$ cat config.mk
export PLATFORM = sky130hd
export DESIGN_NAME = low_power_mode_control
export DESIGN_NICKNAME = d
export VERILOG_FILES = /design/src/rtl/lpm_pkg.sv /design/src/rtl/low_power_mode_control.sv /design/src/rtl/stab_timer.sv
export SDC_FILE = /design/constraint.sdc
export NUM_CORES = 1
export LEC_CHECK = 0
export BUFFER_PORTS_ARGS = -buffer_cell sky130_fd_sc_hd__buf_2
export CORE_UTILIZATION = 46
export DETAILED_ROUTE_END_ITERATION = 6
export PLACE_DENSITY_LB_ADDON = 0.25
export SYNTH_ARGS = -nofsm -noshare
export SYNTH_HDL_FRONTEND = slang
export SYNTH_HIERARCHICAL = 1
export SYNTH_SLANG_ARGS = --single-unit
$ cat constraint.sdc
create_clock -name sys_clk -period 1.9 [get_ports sys_clk]
set_input_delay 0.285 -clock sys_clk [delete_from_list [all_inputs] [get_ports sys_clk]]
set_output_delay 0.285 -clock sys_clk [all_outputs]
set_load 0.01 [all_outputs]
$ cat src/rtl/lpm_pkg.sv
// Contract
// - Idle instruction stops fetch and execute; RAM, registers and peripherals keep going.
// - In idle the selected oscillator keeps running and clocking the peripherals.
// - Interrupt exit from idle resumes with no stabilisation delay.
// - External or watchdog reset during idle runs the ordinary reset procedure.
// - Halt acts as idle while the watchdog is active.
// - Halt stops the oscillator and waits for external interrupt or reset only.
// - Interrupt exit from halt waits for oscillator stabilisation before executing.
// - External reset during halt runs the ordinary reset procedure.
// - Wake-up by interrupt leaves the oscillator selection unchanged.
// - From main context the waking interrupt is serviced, then execution continues.
// - From non-maskable context any interrupt wakes; context stays non-maskable.
// - From interrupt context a normal wake continues the routine in interrupt context.
// - From interrupt context a non-maskable wake runs its routine first.
// - With global enable cleared no interrupt wakes the device; only reset does.
// - Low-power instruction is ignored while an enabled request is pending.
// - Return from interrupt restores previous flag set and pops the stack.
// - Global enable masks every source except the non-maskable one.
// - Global enable set enables all; option register write-only, cleared on reset.
package lpm_pkg;

  // Data space address of the interrupt option register
  localparam logic [7:0] INT_OPT_ADDR = 8'hC8;
  localparam logic [7:0] INT_OPT_RESET = 8'h00;
  // Field positions inside the interrupt option register
  localparam int LEVEL_SEL_BIT = 6;
  localparam int EDGE_SEL_BIT = 5;
  localparam int GLOBAL_EN_BIT = 4;

  // Oscillator restart settling time after halt
  localparam int OSC_STAB_NS = 16000;
  localparam int CLK_PERIOD_NS = 8;
  localparam int OSC_STAB_CYCLES = (OSC_STAB_NS + CLK_PERIOD_NS - 1) / CLK_PERIOD_NS;

  // Interrupt vector numbers
  localparam logic [2:0] VEC_NMI = 3'h0;
  localparam logic [2:0] VEC_PORT_A = 3'h1;
  localparam logic [2:0] VEC_PORT_B = 3'h2;
  localparam logic [2:0] VEC_TIMER = 3'h3;
  // Normal request bits that may wake from halt (external pins only)
  localparam logic [2:0] HALT_WAKE_MASK = 3'h3;

  typedef enum logic [1:0] {
    PM_RUN = 2'b00,
    PM_IDLE = 2'b01,
    PM_HALT = 2'b10,
    PM_STAB = 2'b11
  } pwr_state_t;

  typedef enum logic [1:0] {
    CTX_MAIN = 2'b00,
    CTX_IRQ = 2'b01,
    CTX_NMI = 2'b10
  } ctx_t;

endpackage

$ cat src/rtl/low_power_mode_control.sv
module low_power_mode_control #(
  parameter int STAB_CYCLES = lpm_pkg::OSC_STAB_CYCLES
) (
  // Clock and reset
  input wire logic sys_clk,
  input wire logic rst,
  // Reset sources and watchdog status
  input wire logic ext_reset,
  input wire logic wdg_reset,
  input wire logic wdg_active,
  // Data space write port
  input wire logic [7:0] data_addr,
  input wire logic [7:0] data_wdata,
  input wire logic data_we,
  // Core sequencer
  input wire logic instr_end,
  input wire logic idle_instr,
  input wire logic halt_instr,
  input wire logic return_from_interrupt,
  input wire logic aux_osc_req,
  input wire logic aux_osc_req_val,
  // Interrupt requests, already gated by per-source masks
  input wire logic nmi_req,
  input wire logic [2:0] irq_req,
  // Core control
  output logic core_reset,
  output logic fetch_en,
  output logic core_clk_en,
  output logic periph_clk_en,
  output logic osc_en,
  output logic low_freq_aux_osc,
  output logic resume,
  // Interrupt entry and exit
  output logic irq_take,
  output logic [2:0] irq_vec,
  output logic stack_push,
  output logic stack_pop,
  output logic [1:0] flag_set,
  // Option register fields
  output logic global_irq_enable,
  output logic port_a_level,
  output logic port_b_rising,
  // Status
  output logic [1:0] power_mode
);

  // Power state
  lpm_pkg::pwr_state_t state_r;
  lpm_pkg::pwr_state_t state_nxt;
  // Context and the one context saved underneath the nmi routine
  lpm_pkg::ctx_t ctx_r;
  lpm_pkg::ctx_t ctx_nxt;
  lpm_pkg::ctx_t nmi_saved_r;
  lpm_pkg::ctx_t nmi_saved_nxt;
  // Option register
  logic [7:0] interrupt_option_reg_r;
  logic [7:0] interrupt_option_reg_nxt;
  // Registered outputs
  logic core_reset_r;
  logic core_reset_nxt;
  logic fetch_en_r;
  logic fetch_en_nxt;
  logic core_clk_en_r;
  logic core_clk_en_nxt;
  logic periph_clk_en_r;
  logic periph_clk_en_nxt;
  logic osc_en_r;
  logic osc_en_nxt;
  logic aux_osc_r;
  logic aux_osc_nxt;
  logic resume_r;
  logic resume_nxt;
  logic irq_take_r;
  logic irq_take_nxt;
  logic [2:0] irq_vec_r;
  logic [2:0] irq_vec_nxt;
  logic stack_push_r;
  logic stack_push_nxt;
  logic stack_pop_r;
  logic stack_pop_nxt;

  // Combinational helpers
  logic any_reset;
  logic gen;
  logic nmi_ok;
  logic irq_ok;
  logic pending;
  logic idle_wake;
  logic halt_wake;
  logic stab_start;
  logic stab_done;
  logic lp_entry;
  logic to_halt;

  // Highest priority normal vector; port A wins, timer loses
  function automatic logic [2:0] pick_vec(input logic [2:0] req);
    logic [2:0] v;
    v = lpm_pkg::VEC_TIMER;
    if (req[0]) begin
      v = lpm_pkg::VEC_PORT_A;
    end else if (req[1]) begin
      v = lpm_pkg::VEC_PORT_B;
    end
    return v;
  endfunction

  stab_timer #(
    .CYCLES(STAB_CYCLES)
  ) u_stab (
    .sys_clk(sys_clk),
    .rst(rst),
    .start(stab_start),
    .abort(any_reset),
    .done(stab_done)
  );

  assign core_reset = core_reset_r;
  assign fetch_en = fetch_en_r;
  assign core_clk_en = core_clk_en_r;
  assign periph_clk_en = periph_clk_en_r;
  assign osc_en = osc_en_r;
  assign low_freq_aux_osc = aux_osc_r;
  assign resume = resume_r;
  assign irq_take = irq_take_r;
  assign irq_vec = irq_vec_r;
  assign stack_push = stack_push_r;
  assign stack_pop = stack_pop_r;
  assign flag_set = ctx_r;
  assign global_irq_enable = interrupt_option_reg_r[lpm_pkg::GLOBAL_EN_BIT];
  assign port_a_level = interrupt_option_reg_r[lpm_pkg::LEVEL_SEL_BIT];
  assign port_b_rising = interrupt_option_reg_r[lpm_pkg::EDGE_SEL_BIT];
  assign power_mode = state_r;

  // Request qualification shared by entry, wake and arbitration
  always_comb begin
    any_reset = ext_reset | wdg_reset;
    gen = interrupt_option_reg_r[lpm_pkg::GLOBAL_EN_BIT];
    // The non-maskable source ignores the global enable for servicing
    nmi_ok = nmi_req && (ctx_r != lpm_pkg::CTX_NMI);
    irq_ok = gen && (|irq_req) && (ctx_r == lpm_pkg::CTX_MAIN);
    pending = nmi_ok || (gen && (|irq_req));
    // Without the global enable nothing wakes, not even the nmi line
    idle_wake = gen && (nmi_req || (|irq_req));
    halt_wake = gen && (nmi_req || (|(irq_req & lpm_pkg::HALT_WAKE_MASK)));
    lp_entry = instr_end && (idle_instr || halt_instr) && !pending;
    // A running watchdog would be starved by a stopped oscillator
    to_halt = halt_instr && !wdg_active;
    stab_start = (state_r == lpm_pkg::PM_HALT) && halt_wake;
  end

  // Option register and context tracking
  always_comb begin
    interrupt_option_reg_nxt = interrupt_option_reg_r;
    ctx_nxt = ctx_r;
    nmi_saved_nxt = nmi_saved_r;
    irq_take_nxt = 1'b0;
    irq_vec_nxt = irq_vec_r;
    stack_push_nxt = 1'b0;
    stack_pop_nxt = 1'b0;
    aux_osc_nxt = aux_osc_r;
    if (data_we && (data_addr == lpm_pkg::INT_OPT_ADDR)) begin
      interrupt_option_reg_nxt = data_wdata;
    end
    // Only the core and a reset change the oscillator choice; wake-ups leave it alone
    if (aux_osc_req && (state_r == lpm_pkg::PM_RUN)) begin
      aux_osc_nxt = aux_osc_req_val;
    end
    if ((state_r == lpm_pkg::PM_RUN) && fetch_en_r && instr_end && !lp_entry) begin
      if (return_from_interrupt && (ctx_r != lpm_pkg::CTX_MAIN)) begin
        stack_pop_nxt = 1'b1;
        if (ctx_r == lpm_pkg::CTX_NMI) begin
          ctx_nxt = nmi_saved_r;
        end else begin
          ctx_nxt = lpm_pkg::CTX_MAIN;
        end
      end else if (nmi_ok) begin
        // Nmi preempts main or a normal routine and remembers which
        irq_take_nxt = 1'b1;
        irq_vec_nxt = lpm_pkg::VEC_NMI;
        stack_push_nxt = 1'b1;
        nmi_saved_nxt = ctx_r;
        ctx_nxt = lpm_pkg::CTX_NMI;
      end else if (irq_ok) begin
        irq_take_nxt = 1'b1;
        irq_vec_nxt = pick_vec(irq_req);
        stack_push_nxt = 1'b1;
        ctx_nxt = lpm_pkg::CTX_IRQ;
      end
    end
  end

  // Power state machine and clock gating
  always_comb begin
    state_nxt = state_r;
    fetch_en_nxt = fetch_en_r;
    core_clk_en_nxt = core_clk_en_r;
    periph_clk_en_nxt = periph_clk_en_r;
    osc_en_nxt = osc_en_r;
    resume_nxt = 1'b0;
    core_reset_nxt = 1'b0;
    unique case (state_r)
      lpm_pkg::PM_RUN: begin
        if (lp_entry && fetch_en_r) begin
          fetch_en_nxt = 1'b0;
          core_clk_en_nxt = 1'b0;
          if (to_halt) begin
            state_nxt = lpm_pkg::PM_HALT;
            periph_clk_en_nxt = 1'b0;
            osc_en_nxt = 1'b0;
          end else begin
            state_nxt = lpm_pkg::PM_IDLE;
            periph_clk_en_nxt = 1'b1;
            osc_en_nxt = 1'b1;
          end
        end
      end
      lpm_pkg::PM_IDLE: begin
        // Oscillator never stopped, so no settling wait
        if (idle_wake) begin
          state_nxt = lpm_pkg::PM_RUN;
          fetch_en_nxt = 1'b1;
          core_clk_en_nxt = 1'b1;
          resume_nxt = 1'b1;
        end
      end
      lpm_pkg::PM_HALT: begin
        if (stab_start) begin
          state_nxt = lpm_pkg::PM_STAB;
          osc_en_nxt = 1'b1;
        end
      end
      lpm_pkg::PM_STAB: begin
        // Clocks are released only once the restarted oscillator is steady
        if (stab_done) begin
          state_nxt = lpm_pkg::PM_RUN;
          fetch_en_nxt = 1'b1;
          core_clk_en_nxt = 1'b1;
          periph_clk_en_nxt = 1'b1;
          resume_nxt = 1'b1;
        end
      end
    endcase
    // Reset from any source returns to run through the normal procedure
    if (any_reset) begin
      state_nxt = lpm_pkg::PM_RUN;
      fetch_en_nxt = 1'b0;
      core_clk_en_nxt = 1'b1;
      periph_clk_en_nxt = 1'b1;
      osc_en_nxt = 1'b1;
      core_reset_nxt = 1'b1;
    end else if (core_reset_r) begin
      fetch_en_nxt = 1'b1;
    end
  end

  always_ff @(posedge sys_clk) begin
    if (rst) begin
      state_r <= lpm_pkg::PM_RUN;
      ctx_r <= lpm_pkg::CTX_MAIN;
      nmi_saved_r <= lpm_pkg::CTX_MAIN;
      interrupt_option_reg_r <= lpm_pkg::INT_OPT_RESET;
      core_reset_r <= 1'b1;
      fetch_en_r <= 1'b0;
      core_clk_en_r <= 1'b1;
      periph_clk_en_r <= 1'b1;
      osc_en_r <= 1'b1;
      aux_osc_r <= 1'b0;
      resume_r <= 1'b0;
      irq_take_r <= 1'b0;
      irq_vec_r <= lpm_pkg::VEC_NMI;
      stack_push_r <= 1'b0;
      stack_pop_r <= 1'b0;
    end else if (any_reset) begin
      state_r <= state_nxt;
      ctx_r <= lpm_pkg::CTX_MAIN;
      nmi_saved_r <= lpm_pkg::CTX_MAIN;
      interrupt_option_reg_r <= lpm_pkg::INT_OPT_RESET;
      core_reset_r <= core_reset_nxt;
      fetch_en_r <= fetch_en_nxt;
      core_clk_en_r <= core_clk_en_nxt;
      periph_clk_en_r <= periph_clk_en_nxt;
      osc_en_r <= osc_en_nxt;
      aux_osc_r <= 1'b0;
      resume_r <= 1'b0;
      irq_take_r <= 1'b0;
      irq_vec_r <= lpm_pkg::VEC_NMI;
      stack_push_r <= 1'b0;
      stack_pop_r <= 1'b0;
    end else begin
      state_r <= state_nxt;
      ctx_r <= ctx_nxt;
      nmi_saved_r <= nmi_saved_nxt;
      interrupt_option_reg_r <= interrupt_option_reg_nxt;
      core_reset_r <= core_reset_nxt;
      fetch_en_r <= fetch_en_nxt;
      core_clk_en_r <= core_clk_en_nxt;
      periph_clk_en_r <= periph_clk_en_nxt;
      osc_en_r <= osc_en_nxt;
      aux_osc_r <= aux_osc_nxt;
      resume_r <= resume_nxt;
      irq_take_r <= irq_take_nxt;
      irq_vec_r <= irq_vec_nxt;
      stack_push_r <= stack_push_nxt;
      stack_pop_r <= stack_pop_nxt;
    end
  end

endmodule

$ cat src/rtl/stab_timer.sv
module stab_timer #(
  parameter int CYCLES = lpm_pkg::OSC_STAB_CYCLES
) (
  // Clock and reset
  input wire logic sys_clk,
  input wire logic rst,
  // Control
  input wire logic start,
  input wire logic abort,
  output logic done
);

  localparam int CW = $clog2(CYCLES + 1);

  logic [CW-1:0] cnt_r;
  logic [CW-1:0] cnt_nxt;
  logic busy_r;
  logic busy_nxt;
  logic done_r;
  logic done_nxt;

  assign done = done_r;

  always_comb begin
    cnt_nxt = cnt_r;
    busy_nxt = busy_r;
    done_nxt = 1'b0;
    if (abort) begin
      busy_nxt = 1'b0;
      cnt_nxt = '0;
    end else if (start) begin
      busy_nxt = 1'b1;
      cnt_nxt = CW'(CYCLES - 1);
    end else if (busy_r) begin
      if (cnt_r == '0) begin
        busy_nxt = 1'b0;
        done_nxt = 1'b1;
      end else begin
        cnt_nxt = cnt_r - 1'b1;
      end
    end
  end

  always_ff @(posedge sys_clk) begin
    if (rst) begin
      cnt_r <= '0;
      busy_r <= 1'b0;
      done_r <= 1'b0;
    end else begin
      cnt_r <= cnt_nxt;
      busy_r <= busy_nxt;
      done_r <= done_nxt;
    end
  end

endmodule

==> metrics, run 1 <==
Post-synth EDFFs 0; TritonRoute pass-1 iters 4; Max Cap Viol 0; CTS clk-pin slew, worst paths about 70 ps; core area about 3500 um2; Hold Crit Depth 3; Hold WS ~230 ps; worst relative slew slack about 58%; fin crit share a little over nine tenths; minimum clock period approximately 1800 ps; Rows 21; layout cell share with drive strength beyond 1 about a third; setup_tns 0 ps; drt via density between 5 and 6; nets just under 300; clk_lat worst skew 290 ps; post-synthesis instance total 196; Leak around 0.00092 uW; crit-path cells or4b_4 > or2_4 > or4_1 > a31oi_1; Post-synth ARST share 0%; RR Startpoint u_stab/cnt_r[0]$_SDFFE_PP0P_; setup bufs post-CTS 0; crit-path max FO 4; fmax roughly 0.54 GHz; WS Path Type flip-flop to flip-flop; Hold Vio Cnt, Final 0; predominant post-synthesis flop cell dfxtp_1; Max Root-Sink Buffers 2; Startpoint Class flip-flop; fillers approximately 320; outcome finished, final reports clean; CTS buffer count 5; Placer Congestion 0.858; gr usage total 21.1%; R2R cell count 4; grt ovf 0; RSZ-0062 raised after global routing no; dpl cell area 2110 um2; Yosys reg bits 33; CTS HTree Levels 2; synthesis-to-layout area growth 29.5%; Worst Clk Skew between 4 and 5 ps; initial antenna violation count 0; Power Density around 620 nW/um2; syn_area_per_cell about 8.8 um2; TritonCTS clock tree yes; I/O Buffers between 40 and 50; Worst EP required ~2100 ps; # IOs 52; per-cell routed wire length 12.8 um; Post-Syn Area ~1700 um2; routed vias about 1700; Die H between 60 and 70 um; pin count of the biggest net entering global routing 15; hold endpoint interrupt_option_reg_r[4]$_SDFFE_PP0P_; Hold Crit Start data_wdata[4]; max incr delay on CP 550 ps; crit path capture type flip-flop; drc violations 0; pre-CTS setup slack about 24 ps; R2R setup slack between 50 and 60 ps; Seq/Total Area, Yosys about two fifths; Routed Antenna Nets 0; syn nets between 200 and 250; hpwl dp about 3000 um; VDD IR-drop max ~0.00043 V; first-pass GRT wire length ~6600 um; synth warn 6; Worst-Margin Slew 628 ps; cts-stage hold buffer count 0; Worst Hold Class primary input to flip-flop; CTS root buffer clkbuf_8; critical path's slowest cell or4b_4; CTS resizes 0; Distinct cells, synth 60; Starting Density between 40% and 50%; # setup viols final 0; final instance area 2230 um2; setup ws final 50.5 ps; Final Max Slew Viols 0; die area between 3000 and 4000 um2; vias in the first global route between 1000 and 1500; number of diodes 0; First DRT Iteration DRCs 119; clock sinks 33; Die Wd between 60 and 70 um; FF-to-FF End u_stab/cnt_r[7]$_SDFFE_PP0P_; WP data arrival 2070 ps; Post-Route WL a little under 4000 um
registers in the layout (all words and copies together) (netlist names), 2 cells and up:
| signal | count |
|---|---|
| irq_vec | 2 |
| u_stab/cnt_r | 11 |
| nmi_saved_r | 2 |
| interrupt_option_reg_r | 3 |
| power_mode | 2 |
| flag_set | 2 |
logic make-up after synthesis:
group                    count (synthesis)  synth area share (%)
buffers and inverters                   19                  4.65
AO/OA/AOI/OAI                           57                  22.9
AND/OR/NAND/NOR                         71                  25.1
XOR/XNOR                                 4                  2.03
other                                    1                 0.218
multiplexers                             9                  5.30
adder cells (fa/ha/maj)                  2                  1.45
flip-flops                              33                  38.3
power by group:
group	switching (uW)	internal, uW
Combinational	49.5	43.7
Sequential	2.46	694
Clock	256	327
cells in the mapped netlist, drive strengths merged, types with 3 or more instances:
cell type,instances,area (um2)
a21oi,20,100
o21ai,6,30.0
or3,5,31.3
or2,7,46.3
xnor2,4,35.0
a211oi,6,50.1
nor2,14,55.1
nand4,3,18.8
and3,3,20.0
inv,11,41.3
dfxtp,33,661
mux2i,8,80.1
and2,4,25.0
nand2,7,26.3
nor3,5,25.0
nand2b,3,18.8
o31ai,3,22.5
nor4,4,31.3
clkbuf,4,15.0
nor2b,4,25.0
buf,4,23.8
cell type report:
cell class | instances | area (um2) | area share, %
Timing Repair Buffer | 64 | 368 | 16.5
Tap cell | 46 | 57.6 | 2.58
Multi-Input combinational cell | 144 | 1000 | 44.9
Clock buffer | 7 | 96.3 | 4.32
Clock inverter | 1 | 5.00 | 0.224
Sequential cell | 33 | 661 | 29.6
Inverter | 11 | 41.3 | 1.85
routing by layer:
layer / global-route usage (%) / vias to the layer above / wire (um) / part of all wire, %
met5: 0 / - / 0 / 0
met4: 6.82 / 0 / 47 / 1.2
met3: 6.16 / 5 / 228 / 5.8
met2: 34.5 / 50 / 1810 / 46
met1: 26.4 / 788 / 1830 / 47
li1: - / 854 / - / -
cell usage in the layout (no fill, tap or decap), types with 2 or more instances in the layout:
master    netlist  routed
a211oi_1        5       4
and3_1          2       2
nand2b_1        3       3
a211oi_2        1       2
o311ai_0        2       2
nand2_1         7       7
nand4_1         3       3
o221ai_1        2       2
ha_1            2       2
o31ai_1         3       3
a21oi_1        20      20
nor3_1          5       5
buf_2           1      45
or2_2           4       4
and2_1          4       4
dfxtp_1        33      33
or3_1           5       5
clkbuf_8        0       7
nor4_1          3       2
nor2b_1         4       4
or2_1           2       2
buf_4           2      19
xnor2_1         4       4
a31o_2          2       2
nor4_2          1       2
mux2i_1         8       8
o21ai_0         6       6
nor2_1         13      13
nand3_1         2       2
or4_1           2       2
o32a_1          2       2
inv_1          11      11
worst max-delay path, delay by kind of cell (launching register included):
kind	cells	cell delay, ps
AO/OA/AOI/OAI	1	160
AND/OR/NAND/NOR	3	1310
flip-flops	1	310
worst max-delay path by stage:
stage,from,end,slack [ps],depth (start not counted)
floorplan,u_stab/cnt_r[0]$_SDFFE_PP0P_,u_stab/cnt_r[1]$_SDFFE_PP0P_,6,6
global placement,u_stab/cnt_r[0]$_SDFFE_PP0P_,u_stab/cnt_r[10]$_SDFFE_PP0P_,30,6
detailed placement,u_stab/cnt_r[0]$_SDFFE_PP0P_,u_stab/cnt_r[10]$_SDFFE_PP0P_,20,6
CTS,u_stab/cnt_r[0]$_SDFFE_PP0P_,u_stab/cnt_r[10]$_SDFFE_PP0P_,10,6
global route,u_stab/cnt_r[0]$_SDFFE_PP0P_,u_stab/cnt_r[7]$_SDFFE_PP0P_,10,4
finish,u_stab/cnt_r[0]$_SDFFE_PP0P_,u_stab/cnt_r[7]$_SDFFE_PP0P_,50,4
through the flow:
step	power [uW]	util, %	std cells
finish	1370	64.3	306
global route	1430	64.3	306
CTS	1390	63.7	306
detailed placement	805	60.8	298
global placement	804	60.8	298
floorplan	756	-	196
No activity file was read; power rests on OpenSTA's default activity.
==> run 2, diff against run 1 <==
--- a/config.mk
+++ b/config.mk
@@ -6,6 +6,7 @@
 export NUM_CORES = 1
 export LEC_CHECK = 0
 export BUFFER_PORTS_ARGS = -buffer_cell sky130_fd_sc_hd__buf_2
+export CORE_MARGIN = 8
 export CORE_UTILIZATION = 46
 export DETAILED_ROUTE_END_ITERATION = 6
 export PLACE_DENSITY_LB_ADDON = 0.25
==> run 2 against run 1 <==
  * Clock skew rose by 2.4 ps
  * Hold slack better by 6.4 ps
  * Largest power group unchanged
  * Highest routed layer unchanged
  * Final cell count shrank 2.6%
  * Critical endpoint unchanged
  * Sequential power barely moved
  * Largest cell class unchanged
==> metrics, run 2 (same netlist as run 1, synthesis figures left out) <==
crit-path max FO 4 (unchanged); commonest non-fill, non-tap cell in the layout buf_2; fillers 339 (+6.6%); Max Cap Viol 0 (unchanged); First DRT Iteration DRCs 76 (-36%); pin count of the biggest net entering global routing 15 (unchanged); Routed Antenna Nets 0 (unchanged); core area 3630 um2 (+4.8%); CTS clk-pin slew, worst paths 60 ps (about the same); number of diodes 0 (unchanged); Worst Hold Class primary input to flip-flop; TritonRoute pass-1 iters 4 (unchanged); WP data arrival 2040 ps (-30 ps); TritonCTS clock tree yes; Startpoint Class flip-flop; grt ovf 0 (unchanged); Starting Density 47.4% (-2.3 points); drc violations 0 (unchanged); routed vias 1629 (-4.0%); per-cell routed wire length 13.9 um (+8.1%); setup_tns 0 ps (unchanged); Final Max Slew Viols 0 (unchanged); most flop-heavy register u_stab/cnt_r; Rows 22 (+4.8%); WS Path Type flip-flop to flip-flop; CTS HTree Levels 2 (unchanged); Buf/Inv on CP 0 (unchanged); layout cell share with drive strength beyond 1 32.4% (-2.6 points); CP top delay family simple AND/OR/NAND/NOR gates; Max Root-Sink Buffers 2 (unchanged); RSZ-0062 raised after global routing no; I/O Buffers 45 (unchanged); crit path capture type flip-flop; fin crit share 96.5% (-0.83 points); CTS root buffer clkbuf_8; # IOs 52 (unchanged); fmax 0.545 GHz (+0.86%); max incr delay on CP 550 ps (about the same); Post-Route WL 4130 um (+5.3%); Power Density 606 nW/um2 (-1.5%); nets 284 (-3.1%); most frequent cells in the layout 45 x buf_2, 32 x dfxtp_1, 20 x a21oi_1; # setup viols final 0 (unchanged); Leak 0.000871 uW (-5.7%); Worst Clk Skew 6.93 ps (+2.41 ps); crit-path cells or4b_4 > or2_4 > or4_1 > a31oi_1; die area 5960 um2 (+49%); Hold Vio Cnt, Final 0 (unchanged); setup bufs post-CTS 0 (unchanged); clock sinks 33 (unchanged); initial antenna violation count 0 (unchanged); outcome finished, final reports clean; clk_lat worst skew 280 ps (about the same); Die H 77.2 um (+22%); CTS buffer count 5 (unchanged); first-pass GRT wire length 7100 um (+7.6%); hpwl dp 3040 um (+1.9%); vias in the first global route 1607 (+9.8%); minimum clock period 1830 ps (-15.7 ps); Hold WS 239 ps (+6.37 ps); VDD IR-drop max 0.000386 V (-9.5%); drt via density 5.47 (-1.4%); gr usage total 14.1% (-7.0 points); Largest regs u_stab/cnt_r x11, interrupt_option_reg_r x3; Placer Congestion 0.801 (-6.7%); max reg flops 11 (unchanged); Worst EP required 2100 ps (-20 ps); synthesis-to-layout area growth 25.4%; Die Wd 77.2 um (+22%); critical path's slowest cell or4b_4
==> run 2: worst paths after layout <==
path	slack (ps)	to	depth (start not counted)	start
setup reg to reg	70	u_stab/cnt_r[7]$_SDFFE_PP0P_	4	u_stab/cnt_r[0]$_SDFFE_PP0P_
hold reg to reg	450	low_freq_aux_osc$_SDFFE_PP0P_	2	low_freq_aux_osc$_SDFFE_PP0P_
setup / recovery	70	u_stab/cnt_r[7]$_SDFFE_PP0P_	4	u_stab/cnt_r[0]$_SDFFE_PP0P_
hold / removal	240	interrupt_option_reg_r[6]$_SDFFE_PP0P_	3	data_wdata[6]
==> run 2: repair_timing <==
item	in CTS	in global routing
hold buffers	0	0
setup endpoints to repair	1	4
pin swaps	0	0
gates resized for setup	1	5
==> run 2: routing by layer <==
metal / global-route usage (%) / routed length [um] / part of all wire, % / up-vias
met5: 0 / 0 / 0 / -
met4: 7.36 / 64 / 1.6 / 0
met3: 4.43 / 193 / 4.7 / 5
met2: 21.5 / 1870 / 45 / 29
met1: 17.2 / 2000 / 49 / 754
li1: - / - / - / 841
==> run 2: final cells by class <==
cell class	instances	area [um2]	share of cell area [%]
Timing Repair Buffer	55	300	13.9
Tap cell	48	60.1	2.78
Clock buffer	7	86.3	4.00
Inverter	11	41.3	1.91
Sequential cell	33	662	30.6
Multi-Input combinational cell	144	1010	46.8
==> run 2: worst min-delay path, stage by stage <==
cell	delay, ps
buf_2	70
mux2i_1	50
nor2_1	70
==> run 2: stage by stage <==
step	util, %	power (uW)	area [um2]	std cells	setup slack [ps]
after global routing	59.5	1370	2160	298	2.13
final	59.5	1310	2160	298	66.2
after floorplan	-	756	1720	196	5.75
after global placement	56.3	800	2040	291	23.8
after CTS	58.8	1330	2140	298	23.9
after detailed placement	56.3	800	2040	291	7.34
==> run 2: power by group <==
group / switching [uW] / internal (uW)
logic: 49.7 / 39.7
clock network: 236 / 287
registers: 2.17 / 695
total: 288 / 1020
